$ cat src/shared/ecmr_pkg.sv
package ecmr_pkg;

    // Data and address width of the internal register interface
    localparam int DW = 32;

    // Register offsets relative to the bank base
    localparam logic [31:0] OFS_SRAM_CFG = 32'h0000_0000;
    localparam logic [31:0] OFS_ERR_ADDR = 32'h0000_0004;
    localparam logic [31:0] OFS_WDT_CNT = 32'h0000_0028;
    localparam logic [31:0] OFS_IO_PWR = 32'h0000_0064;
    localparam logic [31:0] OFS_SCAN_STAT = 32'h0000_0074;

    // Field positions and reset values
    localparam int SRAM_SIZE_W = 2;
    localparam logic [31:0] IO_PWR_MASK = 32'h0000_00FF;
    localparam logic [31:0] IO_PWR_RST = 32'h0000_0000;
    localparam logic [31:0] ERR_ADDR_RST = 32'h0000_0000;
    localparam logic [31:0] WDT_CNT_RST = 32'h0000_0000;
    localparam logic [1:0] SRAM_SIZE_RST = 2'h0;

    // Plain read/write control registers, one table entry each
    localparam int NSIMP = 11;
    localparam int IDX_ERR_CTRL = 0;
    localparam int IDX_IRQ_ROUTE = 1;
    localparam int IDX_TRACE_EN = 2;
    localparam int IDX_DEBUG_EN = 3;
    localparam int IDX_OTP_LOCK = 4;
    localparam int IDX_THERM_DIS = 5;
    localparam int IDX_SCAN_CFG = 6;
    localparam int IDX_SCAN_OUT = 7;
    localparam int IDX_SCAN_IN = 8;
    localparam int IDX_SCAN_MODE = 9;
    localparam int IDX_SCAN_CMD = 10;
    localparam logic [31:0] SIMP_OFS [NSIMP] = '{
        32'h14, 32'h18, 32'h1C, 32'h20, 32'h24, 32'h40,
        32'h70, 32'h78, 32'h7C, 32'h80, 32'h84};
    localparam logic [31:0] SIMP_MASK [NSIMP] = '{
        32'h3, 32'h1, 32'h1, 32'hF, 32'hFF, 32'h1,
        32'hFFFF_FFFF, 32'hFFFF_FFFF, 32'hFFFF_FFFF, 32'hFFFF_FFFF, 32'hFFFF_FFFF};
    localparam logic [31:0] SIMP_RST [NSIMP] = '{
        32'h0, 32'h1, 32'h0, 32'h0, 32'h0, 32'h0,
        32'h0, 32'h0, 32'h0, 32'h0, 32'h0};

    // Memory map per size code
    localparam logic [1:0] SRAM_480 = 2'h3;
    localparam logic [1:0] SRAM_320 = 2'h2;
    localparam logic [1:0] SRAM_256 = 2'h1;
    localparam logic [9:0] KB_480 = 10'h1E0;
    localparam logic [9:0] KB_320 = 10'h140;
    localparam logic [9:0] KB_256 = 10'h100;
    localparam logic [31:0] CODE_START_480 = 32'h000B_0000;
    localparam logic [31:0] CODE_START_320 = 32'h000D_0000;
    localparam logic [31:0] CODE_START_256 = 32'h000E_0000;
    localparam logic [31:0] CODE_END = 32'h0011_7FFF;
    localparam logic [31:0] DATA_START = 32'h0011_8000;
    localparam logic [31:0] DATA_END_480 = 32'h0012_7FFF;
    localparam logic [31:0] DATA_END_SMALL = 32'h0001_1FFF;

    // Register request carried from the processor side
    typedef struct packed {
        logic wr;
        logic rd;
        logic [31:0] addr;
        logic [31:0] wdata;
    } ecmr_req_t;

    // Power state of the bank
    typedef enum logic {
        ECMR_AWAKE = 1'b0,
        ECMR_ASLEEP = 1'b1
    } ecmr_pwr_t;

endpackage

$ cat src/hw/ecmr_err_cap.sv
module ecmr_err_cap (
    input wire logic i_clk,
    input wire logic i_rst_n,
    input wire logic i_err,
    input wire logic [31:0] i_err_addr,
    input wire logic i_clr,
    output logic [31:0] o_addr_q
);
    import ecmr_pkg::*;

    // First faulting address; capture beats the clearing write
    always_ff @(posedge i_clk or negedge i_rst_n) begin
        if (!i_rst_n) begin
            o_addr_q <= ERR_ADDR_RST;
        end else if (i_err && o_addr_q == ERR_ADDR_RST) begin
            o_addr_q <= i_err_addr;
        end else if (i_clr) begin
            o_addr_q <= ERR_ADDR_RST;
        end
    end
endmodule

$ cat src/hw/ecmr_sram_map.sv
module ecmr_sram_map (
    input wire logic i_clk,
    input wire logic i_rst_n,
    input wire logic [1:0] i_code,
    output logic [9:0] o_total_kb,
    output logic [31:0] o_code_start,
    output logic [31:0] o_data_end
);
    import ecmr_pkg::*;

    // Decode the size code into the memory map; code 0 shows all zero
    always_ff @(posedge i_clk or negedge i_rst_n) begin
        if (!i_rst_n) begin
            o_total_kb <= 10'h000;
            o_code_start <= 32'h0000_0000;
            o_data_end <= 32'h0000_0000;
        end else begin
            unique case (i_code)
                SRAM_480: begin
                    o_total_kb <= KB_480;
                    o_code_start <= CODE_START_480;
                    o_data_end <= DATA_END_480;
                end
                SRAM_320: begin
                    o_total_kb <= KB_320;
                    o_code_start <= CODE_START_320;
                    o_data_end <= DATA_END_SMALL;
                end
                SRAM_256: begin
                    o_total_kb <= KB_256;
                    o_code_start <= CODE_START_256;
                    o_data_end <= DATA_END_SMALL;
                end
                2'h0: begin
                    o_total_kb <= 10'h000; // Reserved code
                    o_code_start <= 32'h0000_0000;
                    o_data_end <= 32'h0000_0000;
                end
            endcase
        end
    end
endmodule

$ cat src/hw/ecmr_bank.sv
// Functional notes
// - All accesses run on the host clock
// - System reset clears all but watchdog count
// - Watchdog count has own reset, not watchdog
// - Standby reset only at standby power-up
// - No interrupt outputs at all
// - Accesses still work while asleep
// - Register address is base plus offset
// - Size code 3 means 480KB map
// - Size code 2 means 320KB map
// - Size code 1 means 256KB map
// - Keep only first bus fault address
// - Any write to it clears fault address
// - Fault capture beats clearing write
module ecmr_bank (
    input wire logic I_SYS_CLK,
    input wire logic I_RST_N,
    input wire logic I_WDT_CNT_RST_N,
    input wire logic I_STBY_RST_N,
    input wire logic [31:0] I_BASE_ADDR,
    input wire ecmr_pkg::ecmr_req_t I_REQ,
    input wire logic [1:0] I_SRAM_SIZE_STRAP,
    input wire logic I_BUS_ERR,
    input wire logic [31:0] I_BUS_ERR_ADDR,
    input wire logic I_WDT_EVENT,
    input wire logic [31:0] I_SCAN_STATUS,
    input wire logic I_SLEEP_REQ,
    output logic [31:0] O_REG_RDATA,
    output logic O_REG_ACK,
    output logic [ecmr_pkg::NSIMP-1:0][31:0] O_CTRL_REGS,
    output logic [31:0] O_IO_BANK_PWR,
    output logic [31:0] O_WDT_COUNT,
    output logic [9:0] O_SRAM_TOTAL_KB,
    output logic [31:0] O_SRAM_CODE_START,
    output logic [31:0] O_SRAM_DATA_END,
    output logic O_SLEEP_ACK
);
    import ecmr_pkg::*;

    // This bank raises no events toward any interrupt controller, so
    // the port list carries no interrupt output.

    // Offset of the current access within the bank
    logic [31:0] ofs;
    // Qualified write and read strobes
    logic wr_en;
    logic rd_en;
    // Write hit on the fault address register
    logic err_clr;
    // Combinational read data
    logic [31:0] rdata_d;
    // Captured size code and its one-shot capture flag
    logic [1:0] sram_code_q;
    logic strap_taken_q;
    // Power state
    ecmr_pwr_t pwr_q;
    ecmr_pwr_t pwr_d;
    // Fault address from the capture unit
    logic [31:0] err_addr;
    // Combined reset of the bank power register
    logic io_rst_n;

    // Offset is the bus address minus the bank base
    assign ofs = I_REQ.addr - I_BASE_ADDR;
    // Sleep does not gate the strobes
    assign wr_en = I_REQ.wr;
    assign rd_en = I_REQ.rd;
    assign err_clr = wr_en && ofs == OFS_ERR_ADDR;

    // Plain control registers, one flop set per table entry
    genvar g;
    generate
        for (g = 0; g < NSIMP; g++) begin : g_simp
            // Store masked write data; reserved bits stay zero
            always_ff @(posedge I_SYS_CLK or negedge I_RST_N) begin
                if (!I_RST_N) begin
                    O_CTRL_REGS[g] <= SIMP_RST[g];
                end else if (wr_en && ofs == SIMP_OFS[g]) begin
                    O_CTRL_REGS[g] <= I_REQ.wdata & SIMP_MASK[g];
                end
            end

        end
    endgenerate

    // Either reset clears the bank power register; the system reset
    // spares nothing but the watchdog count
    assign io_rst_n = I_RST_N & I_STBY_RST_N;

    // IO bank power, cleared by the standby or the system reset
    always_ff @(posedge I_SYS_CLK or negedge io_rst_n) begin
        if (!io_rst_n) begin
            O_IO_BANK_PWR <= IO_PWR_RST;
        end else if (wr_en && ofs == OFS_IO_PWR) begin
            O_IO_BANK_PWR <= I_REQ.wdata & IO_PWR_MASK;
        end
    end

    // Watchdog event count survives system and watchdog resets
    always_ff @(posedge I_SYS_CLK or negedge I_WDT_CNT_RST_N) begin
        if (!I_WDT_CNT_RST_N) begin
            O_WDT_COUNT <= WDT_CNT_RST;
        end else if (wr_en && ofs == OFS_WDT_CNT) begin
            // Software load takes precedence over an event
            O_WDT_COUNT <= I_REQ.wdata;
        end else if (I_WDT_EVENT) begin
            // Count each watchdog event, wrapping at the top
            O_WDT_COUNT <= O_WDT_COUNT + 32'h0000_0001;
        end
    end

    // Size strap is caught once, after the system reset releases
    always_ff @(posedge I_SYS_CLK or negedge I_RST_N) begin
        if (!I_RST_N) begin
            sram_code_q <= SRAM_SIZE_RST;
            strap_taken_q <= 1'b0;
        end else if (!strap_taken_q) begin
            sram_code_q <= I_SRAM_SIZE_STRAP;
            strap_taken_q <= 1'b1;
        end
    end

    // First fault capture and write-to-clear
    ecmr_err_cap u_err_cap (
        .i_clk(I_SYS_CLK),
        .i_rst_n(I_RST_N),
        .i_err(I_BUS_ERR),
        .i_err_addr(I_BUS_ERR_ADDR),
        .i_clr(err_clr),
        .o_addr_q(err_addr)
    );

    // Memory map decode of the captured size code
    ecmr_sram_map u_sram_map (
        .i_clk(I_SYS_CLK),
        .i_rst_n(I_RST_N),
        .i_code(sram_code_q),
        .o_total_kb(O_SRAM_TOTAL_KB),
        .o_code_start(O_SRAM_CODE_START),
        .o_data_end(O_SRAM_DATA_END)
    );

    // Read multiplexer; unmapped and reserved locations give zero
    always_comb begin
        rdata_d = 32'h0000_0000;
        if (ofs == OFS_SRAM_CFG) begin
            // Size code in the low bits, rest reserved
            rdata_d = {30'h0000_0000, sram_code_q};
        end else if (ofs == OFS_ERR_ADDR) begin
            rdata_d = err_addr;
        end else if (ofs == OFS_WDT_CNT) begin
            rdata_d = O_WDT_COUNT;
        end else if (ofs == OFS_IO_PWR) begin
            rdata_d = O_IO_BANK_PWR;
        end else if (ofs == OFS_SCAN_STAT) begin
            rdata_d = I_SCAN_STATUS;
        end else begin
            // Search the control table
            for (int i = 0; i < NSIMP; i++) begin
                if (ofs == SIMP_OFS[i]) begin
                    rdata_d = O_CTRL_REGS[i];
                end
            end
        end
    end

    // Registered read data, refreshed only on reads
    always_ff @(posedge I_SYS_CLK or negedge I_RST_N) begin
        if (!I_RST_N) begin
            O_REG_RDATA <= 32'h0000_0000;
        end else if (rd_en) begin
            O_REG_RDATA <= rdata_d;
        end
    end

    // Every access is answered one clock later, awake or asleep
    always_ff @(posedge I_SYS_CLK or negedge I_RST_N) begin
        if (!I_RST_N) begin
            O_REG_ACK <= 1'b0;
        end else begin
            O_REG_ACK <= rd_en | wr_en;
        end
    end

    // Sleep handshake state
    always_comb begin
        pwr_d = pwr_q;
        unique case (pwr_q)
            ECMR_AWAKE: begin
                // Enter sleep on command
                if (I_SLEEP_REQ) begin
                    pwr_d = ECMR_ASLEEP;
                end
            end
            ECMR_ASLEEP: begin
                // Wake when the command drops
                if (!I_SLEEP_REQ) begin
                    pwr_d = ECMR_AWAKE;
                end
            end
        endcase
    end

    // Sleep state register
    always_ff @(posedge I_SYS_CLK or negedge I_RST_N) begin
        if (!I_RST_N) begin
            pwr_q <= ECMR_AWAKE;
        end else begin
            pwr_q <= pwr_d;
        end
    end

    // Acknowledge flag toward the power controller
    always_ff @(posedge I_SYS_CLK or negedge I_RST_N) begin
        if (!I_RST_N) begin
            O_SLEEP_ACK <= 1'b0;
        end else begin
            O_SLEEP_ACK <= (pwr_d == ECMR_ASLEEP);
        end
    end
endmodule

$ cat config.mk
export PLATFORM = sky130hd
export DESIGN_NAME = ecmr_bank
export DESIGN_NICKNAME = d
export VERILOG_FILES = /design/src/shared/ecmr_pkg.sv /design/src/hw/ecmr_err_cap.sv /design/src/hw/ecmr_sram_map.sv /design/src/hw/ecmr_bank.sv
export SDC_FILE = /design/constraint.sdc
export NUM_CORES = 1
export LEC_CHECK = 0
export ABC_AREA = 1
export BUFFER_PORTS_ARGS = -buffer_cell sky130_fd_sc_hd__buf_2
export CAP_MARGIN = 20
export CORE_AREA = 8 8 268 270
export DETAILED_ROUTE_END_ITERATION = 10
export DIE_AREA = 0 0 276 278
export PLACE_DENSITY_LB_ADDON = 0.15
export SLEW_MARGIN = 25
export SYNTH_ARGS = -nofsm -noshare
export SYNTH_HDL_FRONTEND = slang
export SYNTH_SLANG_ARGS = --single-unit
$ cat constraint.sdc
create_clock -name I_SYS_CLK -period 2.9 [get_ports I_SYS_CLK]
set_input_delay 0.435 -clock I_SYS_CLK [delete_from_list [all_inputs] [get_ports I_SYS_CLK]]
set_output_delay 0.435 -clock I_SYS_CLK [all_outputs]
set_load 0.02 [all_outputs]
# Word level (Yosys, flattened, before mapping)
# Cells that the tools add are included.
# Widths: inputs -> output; s select.
[op_classes]
addsub = 2
eq_ne = 18
muxes = 24
n_bitwise = 2
reduce_logical = 21
[ops]
columns = ["cell", "n"]
rows = [
  ["$mux 32", 19],
  ["$eq 32x7->1 const B", 6],
  ["$pmux 32 s4", 1],
  ["$eq 32x5->1 const B", 3],
  ["$eq 32x6->1 const B", 3],
  ["$pmux 32 s3", 1],
  ["$eq 32x8->1 const B", 2],
  ["$logic_not 32->1", 2],
  ["$pmux 10 s4", 1],
  ["$add 32x1->32 const B", 1],
  ["$eq 32x3->1 const B", 1],
  ["$sub 32x32->32", 1],
  ["$logic_and 1x1->1", 15],
  ["$eq 2x2->1 const B", 2],
  ["$reduce_bool 2->1", 2],
  ["$eq 2x1->1 const B", 1],
  ["$logic_not 2->1", 1],
  ["$mux 2", 1],
  ["$reduce_or 2->1", 1],
  ["$and 1x1->1", 1],
  ["$mux 1", 1],
  ["$or 1x1->1", 1],
]
[word_totals]
reg_bits = 360
output_inout_bits = 524

# Longest topological paths before layout
# Gate-level depths: netlist of the first run.
[depth]
depth_word = 18
depth_mapped = 31
depth_no_buf = 29

# Modules after synthesis
# From an unflattened synthesis of the first run, not the netlist that was laid out.
[unflattened]
cells_unflattened = 2628
hier_area_um2 = 19187.2
[by_module_without_submodules]
columns = ["module", "instances", "cells_per_inst", "area_each_um2"]
rows = [
  ["ecmr_bank", 1, 2346, 16906.2],
  ["ecmr_err_cap", 1, 195, 1554.0],
  ["ecmr_sram_map", 1, 87, 726.9],
]

# Worst setup path before layout of the first run
# No wires, ideal clock.
[synth_path]
kind = "input port to flip-flop"
start = "input I_BASE_ADDR[5]"
end = "register O_REG_RDATA[26]"
setup_ps = 122
t_arrival_ps = 2921
required_time_ps = 2778
slack_ps = -143
cell_stages = 22
path_buffers = 2
path_cell_list = "inv_1 ha_1 nand2_2 inv_2 a21oi_2 nand2_2 nand2_1 nand2_1 nand2_1 nand2_1 nor2_1 nand2_2 nor2_8 inv_2 buf_4 nor4_4 inv_1 nand2_2 inv_2 buf_2 o211ai_2 nand2_1"
[synth_via]
elab_chain_len = 16
elab_cells_between_ends = 29
cone_classes = "1 x add/sub; 13 x eq/ne; 14 x mux; 1 x reduce/logical"
[synth_rtl]
columns = ["element", "line", "rtl"]
rows = [
  ["start, declared", "ecmr_bank.sv:20", "input wire logic [31:0] I_BASE_ADDR,"],
  ["$sub 32x32->32 (*)", "ecmr_bank.sv:64", "assign ofs = I_REQ.addr - I_BASE_ADDR;"],
  ["$eq 32x5->1", "ecmr_bank.sv:160", "if (ofs == SIMP_OFS[i]) begin"],
  ["$mux 32 (9 in a row)", "ecmr_bank.sv:160", ""],
  ["$mux 32", "ecmr_bank.sv:155", "end else if (ofs == OFS_SCAN_STAT) begin"],
  ["$mux 32", "ecmr_bank.sv:153", "end else if (ofs == OFS_IO_PWR) begin"],
  ["$mux 32", "ecmr_bank.sv:151", "end else if (ofs == OFS_WDT_CNT) begin"],
  ["$mux 32", "ecmr_bank.sv:149", "end else if (ofs == OFS_ERR_ADDR) begin"],
  ["$mux 32 (*)", "ecmr_bank.sv:146", "if (ofs == OFS_SRAM_CFG) begin"],
  ["end signal, assigned", "ecmr_bank.sv:172", "O_REG_RDATA <= rdata_d;"],
  ["end, declared", "ecmr_bank.sv:28", "output logic [31:0] O_REG_RDATA,"],
]
# Mark *: on every way between the ends. The rest lies on a longest branch, timed or not.
# A chain may end at the register's enable or synchronous reset.

# Worst setup path in the final report of the first run
[layout_path]
start = "input I_BASE_ADDR[19]"
end = "register O_REG_RDATA[26]"
# Same word-level chain as after synthesis.

==> impl_metrics.yaml, run 1 <==
global_routing:
  gr-usage-all-layers: 0.238
  antenna_found_initial: 13
  grt_pass1_wl_um: 138000
  grt_max_degree: 62
  overflow: 0
  first_global_vias: 19600
detailed_routing:
  wl_met2_um: 46700
  top_layer: "met5"
  met3_length_um: 8220
  drt-pass1-iter-count: 5
  wl_per_cell_um: 23.4
  via_per_inst: 4.70
  ant_nets: 0
  route.detailed.drc: 0
  drt-met1-wl_um: 37900
  wl_um: 96200
  drt_iter0_drc: 1201
  num_vias: 19300
synthesis:
  avgSynthCellArea_um2: 7.45
  synth-seq-cells: 291
  synthesis.area_um2: 18800
  synth_edf_count: 0
  synth_cell_types: 51
  yosys_warnings: 0
  synth.yosys.seq_area_share: 0.387
  async_flop_share: 1.00
  synth_flop_cell: "dfrtp_1"
  syn_inst: 2525
timing:
  max_slew_margin: 0.257
  finalMaxSlewViolations: 0
  period_minus_slack_ps: 3290
  tightestPinTransition_ps: 1110
  setup_viol: 117
  grt_setup_unrepaired: "true"
  hold_slack_ps: 123
  hold_viol_final: 0
  fin_ws_ps: -392
  period_share: 1.14
  max_freq_mhz: 304
  finClkSkew_ps: 26.1
  setup_tns_ps: -17420
setup_path:
  crit_path_end_kind: "register"
  cpMostUsedCell: "nand2_1"
  critPathSlowestCell: "nand4_1"
  crit_path_start_kind: "input port"
  crit_arrival_ps: 3800
  path_max_fanout: 7
  reg2reg_slack_ps: 0
  required_ps: 3410
  max_stage_delay_ps: 240
  worstSetupPathType: "in -> reg"
placed_design:
  gp_congestion: 0.915
  dp_worst_setup_slack_ps: -1190
  placed_area_um2: 23200
  io_buffers: 447
  dp_hpwl_um: 71700
finish:
  final.fill_count: 7029
  final_area_um2: 27700
  final_common_cell: "nand2_1"
  fin_nets: 3403
  synthToLayoutAreaGrowth_pct: 47.3
  layout_common_cells: "nand2_1 (569), buf_2 (442), dfrtp_1 (288)"
  drive_gt1_frac: 0.406
run:
  maxCapViolations: 0
clock_tree:
  cts_made_buffers: 37
  clockRootBuffer: "clkbuf_16"
  cts_tree: "built"
  h-tree-depth: 2
  clock_path_buffers: 3
  clock_latency_ps: 580
  numClockSinks: 291
  clk_pin_slew_worst_paths_ps: 60
floorplan:
  dieArea_um2: 76700
  dieHeight_um: 278
  die_x_um: 276
  fp-row-count: 96
  ios: 695
  core_area_um2: 67700
  start_util: 0.278
min_path:
  hp-class: "in -> reg"
run_status:
  outcome: "complete, but fails checks"
  violations: "setup timing"
pwr:
  leakage_uw: 0.0148
  p_per_area_nw_per_um2: 415
  ir_worst_vdd_uv: 321
-- layer usage --
metal / GRT usage / vias to the layer above
met5: 0 / -
met3: 0.0749 / 143
li1: - / 9009
met2: 0.410 / 792
met4: 0.0715 / 2
met1: 0.283 / 9349
-- registers in the layout, summed over array words and instances, names as in the netlist --
register / cells
u_sram_map.o_code_start: 3
O_REG_RDATA: 32
O_REG_ACK: 1
O_CTRL_REGS: 177
u_err_cap.o_addr_q: 32
u_sram_map.o_data_end: 2
sram_code_q: 2
O_IO_BANK_PWR: 8
O_SLEEP_ACK: 1
strap_taken_q: 1
O_WDT_COUNT: 32
-- where the power goes --
part	switching, uW	total (uW)	internal [uW]
registers	105	4260	4150
logic	1730	2650	924
clock network	1960	4600	2640
total	3790	11500	7710
-- worst max-delay path: cells and delay by family --
kind / cells / cell delay [ps]
and+or+nand+nor: 15 / 1520
AOI/OAI and AO/OA: 4 / 560
buffers and inverters: 9 / 1040
adders and majority gates: 1 / 230
-- final cells by class --
type / count / area [um^2] / share of cell area
multi-input combinational: 1824 / 11100 / 0.402
sequential: 291 / 7290 / 0.263
timing repair buffer: 739 / 5820 / 0.210
inverter: 301 / 1170 / 0.0422
tap: 882 / 1100 / 0.0398
clock buffer: 55 / 1060 / 0.0384
clock inverter: 8 / 100 / 0.00361
timing repair inverter: 2 / 25.0 / 0.000903
antenna: 5 / 12.5 / 0.000451
-- cell families (layout without fill, tap and decap cells) --
family	count (synthesis)	after routing	synth area share
flip-flops	291	291	0.387
adder cells (fa/ha/maj)	36	36	0.0239
other	2	253	0.000399
buffers and inverters	658	1105	0.189
XOR/XNOR	32	32	0.0149
AO/OA/AOI/OAI	398	398	0.131
AND/OR/NAND/NOR	1108	1110	0.253
-- through the flow --
stage	utilization	std cells	total power, uW
floorplan	-	2771	5890
global placement	0.342	3947	6600
detailed placement	0.342	3947	6610
CTS	0.392	4077	11400
global route	0.409	4104	12000
finish	0.409	4107	11500
-- repair_timing --
item | CTS | global route
gates resized for setup | 338 | 294
pin swaps | 60 | 102
hold endpoints to repair | 96 | 0
setup endpoints to repair | 241 | 269
cloned | 34 | 7
hold buffers | 4 | 0
buffers inserted | 31 | 30
-- cell usage after synthesis, types with 2 or more instances --
library cell / instances / area [um^2]
nor2_1: 97 / 364
buf_6: 4 / 45.0
or2_2: 2 / 12.5
nand4_1: 61 / 382
xnor2_1: 3 / 26.3
nand3b_1: 6 / 45.0
o211ai_2: 41 / 513
nand2_1: 772 / 2900
inv_1: 283 / 1060
nor4_1: 12 / 75.1
nand3_2: 5 / 50.1
nor3_1: 19 / 95.1
o211ai_1: 29 / 218
nor2_8: 2 / 40.0
a221oi_1: 2 / 17.5
o21ai_1: 27 / 135
dfrtp_1: 290 / 7260
buf_4: 274 / 2060
clkbuf_1: 52 / 195
nand3_1: 102 / 510
nor4_4: 2 / 42.5
nor3_2: 5 / 50.1
buf_2: 26 / 130
xor2_1: 29 / 254
o21ai_0: 206 / 1030
nor2_2: 3 / 18.8
o221ai_1: 18 / 158
ha_1: 36 / 450
inv_4: 2 / 12.5
and2_1: 2 / 12.5
conb_1: 2 / 7.51
a21oi_1: 68 / 340
nand2_2: 11 / 68.8
inv_2: 10 / 37.5
clkinv_1: 6 / 22.5
-- worst paths after layout --
kind / endpoint / depth (start not counted) / start
worst min register to register: O_REG_RDATA[31] / 2 / O_REG_RDATA[31]
worst max register to register: O_WDT_COUNT[31] / 16 / O_WDT_COUNT[1]
max in group asynchronous: u_sram_map.o_code_start[17] / 3 / I_RST_N
worst max-delay path: O_REG_RDATA[26] / 29 / I_BASE_ADDR[19]
worst min-delay path: u_err_cap.o_addr_q[30] / 3 / I_BUS_ERR_ADDR[30]
min in group asynchronous: O_IO_BANK_PWR[6] / 4 / I_STBY_RST_N
(Power assumes the default switching activity.)
==> run 2, diff against run 1 <==
- ABC_AREA: 1 -> default
- CORE_AREA: 8 8 268 270 -> 8 8 265 267
- DIE_AREA: 0 0 276 278 -> 0 0 273 275
- PLACE_DENSITY_LB_ADDON: 0.15 -> default
==> run 2 against run 1 <==
  * The flow still finishes with violations (setup timing)
  * Global-route usage is 4.5 points lower
  * Flip-flop and latch count stayed put
  * Wire length is 17% lower
  * Critical endpoint is now O_CTRL_REGS[293]
  * Die area shrank 2.2%
  * Critical path type unchanged
  * Non-clock buffer count shrank 5
  * Register-to-register slack improved by 300 ps
==> impl_metrics.yaml, run 2 <==
placed_design:
  dp_worst_setup_slack_ps: -1850
  gp_congestion: 0.902
  dp_hpwl_um: 61200
  io_buffers: 447
timing:
  setup_tns_ps: -271910
  period_minus_slack_ps: 3990
  max_freq_mhz: 251
  max_slew_margin: 0.503
  tightestPinTransition_ps: 745
  hold_viol_final: 0
  period_share: 1.38
  grt_setup_unrepaired: "true"
  hold_slack_ps: 97.8
  finalMaxSlewViolations: 0
  finClkSkew_ps: 40.3
  fin_ws_ps: -1090
  setup_viol: 281
clock_tree:
  cts_made_buffers: 36
  h-tree-depth: 2
  clk_pin_slew_worst_paths_ps: 50
  clockRootBuffer: "clkbuf_16"
  numClockSinks: 291
  clock_path_buffers: 3
  cts_tree: "built"
  clock_latency_ps: 580
synthesis:
  synthesis.area_um2: 18000
  synth_cell_types: 81
  synth.most_common_cell: "dfrtp_1"
  syn_inst: 1809
  yosys_warnings: 0
  synth-seq-cells: 291
  synth_area_leaders: "dfrtp_1 (40%), buf_4 (11%), mux2_2 (9.6%)"
  yosysTopAreaCell: "dfrtp_1"
  async_flop_share: 1.00
  synth.yosys.seq_area_share: 0.404
  avgSynthCellArea_um2: 9.96
  synth.top_cell.area_share: 0.403
  synth_edf_count: 0
  synth_common_cells: "dfrtp_1 (290), buf_4 (268), mux2_2 (153), nor2_1 (113), a21oi_1 (106)"
  synth_flop_cell: "dfrtp_1"
floorplan:
  fp-row-count: 95
  dieArea_um2: 75100
  core_area_um2: 66300
  start_util: 0.272
  dieHeight_um: 275
  die_x_um: 273
  ios: 695
pwr:
  pwr-share-clk: 0.398
  ir_worst_vdd_uv: 365
  leakage_uw: 0.0127
  internal_power_uw: 7950
  combPwrFrac: 0.236
  p_per_area_nw_per_um2: 473
  switchingPower_uw: 3770
  swShare: 0.321
  pwr-share-seq: 0.366
global_routing:
  antenna_found_initial: 21
  grt_max_degree: 74
  grt_pass1_wl_um: 110000
  first_global_vias: 16300
  gr-usage-all-layers: 0.193
  overflow: 0
detailed_routing:
  route.detailed.drc: 0
  met3_length_um: 8240
  drt-met1-wl_um: 31800
  wl_met2_um: 36700
  top_layer: "met5"
  ant_nets: 0
  wl_per_cell_um: 23.6
  wl_um: 79400
  drt_iter0_drc: 1170
  drt-pass1-iter-count: 7
  via_per_inst: 4.81
  num_vias: 16200
finish:
  fin_nets: 2671
  final_common_cell: "buf_2"
  layout_common_cells: "buf_2 (443), dfrtp_1 (290), buf_4 (249)"
  largest_reg_flops: 177
  drive_gt1_frac: 0.437
  synthToLayoutAreaGrowth_pct: 37.6
  final.fill_count: 6721
  top_register: "O_CTRL_REGS"
setup_path:
  required_ps: 3340
  path_max_fanout: 14
  worstSetupPathType: "in -> reg"
  crit_path_end_kind: "register"
  crit_arrival_ps: 4430
  crit_path_start_kind: "input port"
min_path:
  hp-class: "in -> reg"
run:
  maxCapViolations: 0
run_status:
  outcome: "complete, but fails checks"
  violations: "setup timing"
run 2: cell types whose count changed after synthesis, moves of 31 or more:
cell      before  now
mux2i_1        0   31
a21oi_1       68  106
mux2_2         0  153
nand4_1       61   22
o211ai_2      41    0
o21ai_0      206   98
a22o_1         0   58
inv_1        283   46
nand2_1      772   81
nand3_1      102   35
run 2: cell type report:
type	count	area, um^2	area share
antenna	8	20.0	0.000808
inverter	47	191	0.00772
clock inverter	11	184	0.00742
timing repair buffer	734	4910	0.198
multi-input combinational	1354	10100	0.407
tap	873	1090	0.0441
clock buffer	51	1030	0.0414
sequential	291	7280	0.294
run 2: path summary, 6_finish.rpt:
kind                       slack [ps]               start                           to  cells after the start
max in group asynchronous        1610             I_RST_N  u_sram_map.o_code_start[18]                      3
min                               100  I_BUS_ERR_ADDR[21]       u_err_cap.o_addr_q[21]                      2
min in group asynchronous         420             I_RST_N             O_CTRL_REGS[340]                      2
max reg2reg                       300      O_WDT_COUNT[4]              O_WDT_COUNT[31]                     10
min reg2reg                       480      O_REG_RDATA[6]               O_REG_RDATA[6]                      2
max                             -1090      I_BASE_ADDR[1]             O_CTRL_REGS[293]                     16
run 2: metrics by stage:
stage	instance area, um^2	cells	util	power, uW
finish	24800	3369	0.374	11700
global route	24800	3366	0.374	12200
CTS	24300	3346	0.367	11800
detailed placement	22900	3277	0.345	7040
global placement	22900	3277	0.345	7040
floorplan	20000	2055	-	6050
run 2: critical path: stages:
cell	delay, ps
buf_8	80
inv_8	30
ha_4	250
nor2b_4	160
o2111ai_4	210
a2111oi_4	440
nor2_1	100
xnor2_1	150
or4_1	500
or4_4	530
or4_4	540
buf_12	170
nor2_4	150
buf_12	140
clkbuf_16	210
mux2_4	310
run 2: repair_timing:
| item | in CTS | in global routing |
|---|---|---|
| endpoints found under the setup margin | 281 | 281 |
| cloned | 2 | 9 |
| pin swaps | 1 | 0 |
| hold buffers | 4 | 0 |
| setup buffers | 1 | 6 |
| gates resized for setup | 34 | 39 |
| endpoints found under the hold margin | 101 | 0 |
run 2: power by group through the flow:
stage	clock, uW	sequential [uW]	combinational [uW]
after floorplan	0	4380	1670
after global placement	0	4360	2670
after detailed placement	0	4360	2680
after CTS	4790	4290	2720
after global routing	4950	4300	2980
final	4670	4290	2760
run 2: kinds of logic (layout without fill, tap and decap cells):
logic type      after synthesis  after routing  share of synthesized area
other cells                   2            256                   0.000417
buf+inv                     410            843                      0.145
mux                         216            216                      0.134
flops                       291            291                      0.404
simple gates                364            364                      0.101
xor+xnor                     50             50                     0.0243
compound gates              440            440                      0.166
fa+ha+maj                    36             36                     0.0250
run 2: per-layer routing:
| metal | GRT usage | up-vias |
|---|---|---|
| met5 | 0 | - |
| met4 | 0.0652 | 14 |
| met3 | 0.0625 | 133 |
| met2 | 0.307 | 780 |
| met1 | 0.246 | 7949 |
| li1 | - | 7336 |
==> run 3, diff against run 2 <==
- GPL_TIMING_DRIVEN: default -> 0
==> run 3 against run 2 <==
  * The run still ends with setup timing left
  * Global-route usage rose by 1.8 points
  * Die area did not move
  * Register-to-register slack got worse by 450 ps
  * Setup slack got worse by 69 ps
  * Design area rose by 10%
  * Critical path type unchanged
  * Largest power group unchanged
  * Critical path depth rose by 1
  * Sequential power barely moved
  * Utilization rose by 3.9 points
==> impl_metrics.yaml, run 3 (synthesis results as in run 2) <==
run_status:
  outcome: "complete, but fails checks"
  violations: "setup timing"
clock_tree:
  h-tree-depth: 2
  cts_made_buffers: 36
  clk_pin_slew_worst_paths_ps: 60
  clockRootBuffer: "clkbuf_16"
  clock_path_buffers: 3
  cts_tree: "built"
  numClockSinks: 291
  clock_latency_ps: 570
detailed_routing:
  ant_nets: 0
  wl_um: 85500
  num_vias: 17100
  via_per_inst: 4.80
  drt_iter0_drc: 1281
  wl_per_cell_um: 24.0
  drt-pass1-iter-count: 5
  route.detailed.drc: 0
min_path:
  hp-class: "in -> reg"
pwr:
  p_total_uw: 12100
  ir_worst_vdd_uv: 346
  leakage_uw: 0.0140
  p_per_area_nw_per_um2: 441
setup_path:
  crit_path_start_kind: "input port"
  rr_worst_depth: 7
  crit_path_end_kind: "register"
  crit_path_start: "I_BASE_ADDR[1]"
  rr_startpoint: "u_err_cap.o_addr_q[8]"
  required_ps: 3350
  r2r-end: "u_err_cap.o_addr_q[13]"
  path_max_fanout: 8
  reg2reg_slack_ps: -150
  cp-endpoint: "O_CTRL_REGS[284]"
  worstSetupPathType: "in -> reg"
  crit_arrival_ps: 4510
timing:
  hold_viol_final: 0
  setup_viol: 281
  grt_setup_unrepaired: "true"
  period_share: 1.40
  period_minus_slack_ps: 4060
  finalMaxSlewViolations: 0
  fin_ws_ps: -1160
  hold_slack_ps: 102
  max_slew_margin: 0.329
  tightestPinTransition_ps: 1010
  finClkSkew_ps: 27.4
  max_freq_mhz: 246
finish:
  drive_gt1_frac: 0.507
  final_common_cell: "buf_2"
  fin_nets: 2857
  final_cells: 3560
  layout_common_cells: "buf_2 (440), buf_4 (341), dfrtp_1 (290)"
  largest_reg_flops: 177
  synthToLayoutAreaGrowth_pct: 52.0
  top_register: "O_CTRL_REGS"
  fin_util: 0.413
  final.fill_count: 6431
global_routing:
  overflow: 0
  grt_pass1_wl_um: 119000
  grt_max_degree: 89
  first_global_vias: 16900
  antenna_found_initial: 19
  gr-usage-all-layers: 0.211
floorplan:
  dieHeight_um: 275
  dieArea_um2: 75100
  ios: 695
  die_x_um: 273
  core_area_um2: 66300
  start_util: 0.272
  fp-row-count: 95
placed_design:
  dp_hpwl_um: 66200
  io_buffers: 444
  gp_congestion: 0.899
  dp_worst_setup_slack_ps: -2580
  dp_cells: 3375
run:
  maxCapViolations: 0
-- run 3: cell count changes in the layout (fill, tap and decap cells not counted), sizes merged, moves of 2 or more --
cell,delta
buf,+135
clkbuf,+50
clkinv,+4
diode,+2
-- run 3: what timing repair did --
action / 4_1_cts / 5_1_grt
hold buffers: 4 / 0
resized for setup: 277 / 123
endpoints found under the setup margin: 281 / 281
gates cloned: 8 / 14
endpoints found under the hold margin: 73 / 0
pin swaps: 51 / 41
setup buffers: 98 / 13
-- run 3: cell type report --
| cell class | instances | area (um^2) | share of cell area |
|---|---|---|---|
| diodes | 10 | 25.0 | 0.000914 |
| plain buffers | 348 | 2840 | 0.104 |
| clock buffers | 51 | 1040 | 0.0379 |
| clock inverters | 14 | 231 | 0.00845 |
| inverters | 47 | 191 | 0.00699 |
| multi-input cells | 1354 | 10800 | 0.395 |
| flip-flops and latches | 291 | 7280 | 0.266 |
| well taps | 873 | 1090 | 0.0399 |
| repair buffers | 572 | 3860 | 0.141 |
-- run 3: worst max-delay path, cell delays in order --
cell and delay, ps:
buf_8 100, inv_8 40, ha_4 180, nor2b_4 140, o2111ai_4 290, a211oi_4 130
buf_4 160, o311a_4 320, o221ai_2 170, or3b_4 400, or4_4 540, or4_4 540
buf_12 180, nor3_4 190, buf_12 190, clkbuf_16 170, mux2_4 290
-- run 3: through the flow --
step	area (um^2)	TNS [ps]
after floorplan	20000	-350030
after global placement	23300	-1466650
after detailed placement	23400	-579700
after CTS	26600	-278170
after global routing	27400	-308980
final	27400	-274130
-- run 3: where the power goes --
part	total (uW)	switching (uW)	internal (uW)
Combinational	2920	1800	1120
Clock	4840	1950	2880
Sequential	4320	174	4140
-- run 3: how the worst min path moves through the flow --
stage / from / end / slack [ps] / depth (start not counted)
6_report: I_BUS_ERR_ADDR[24] / u_err_cap.o_addr_q[24] / 100 / 2
5_1_grt: I_BUS_ERR_ADDR[3] / u_err_cap.o_addr_q[3] / 90 / 2
4_1_cts: I_BUS_ERR_ADDR[3] / u_err_cap.o_addr_q[3] / 80 / 2
3_5_place_dp: I_RST_N / O_CTRL_REGS[308] / 340 / 1
3_3_place_gp: O_REG_RDATA[30] / O_REG_RDATA[30] / 470 / 1
2_1_floorplan: I_RST_N / O_CTRL_REGS[0] / 140 / 0
-- run 3: routing by layer --
metal  vias to the layer above  share of wire  GRT usage
li1                       7724              -          -
met5                         -        0.00085          0
met2                       833           0.48      0.344
met4                        10          0.041     0.0852
met1                      8326           0.39      0.261
met3                       181          0.093     0.0605
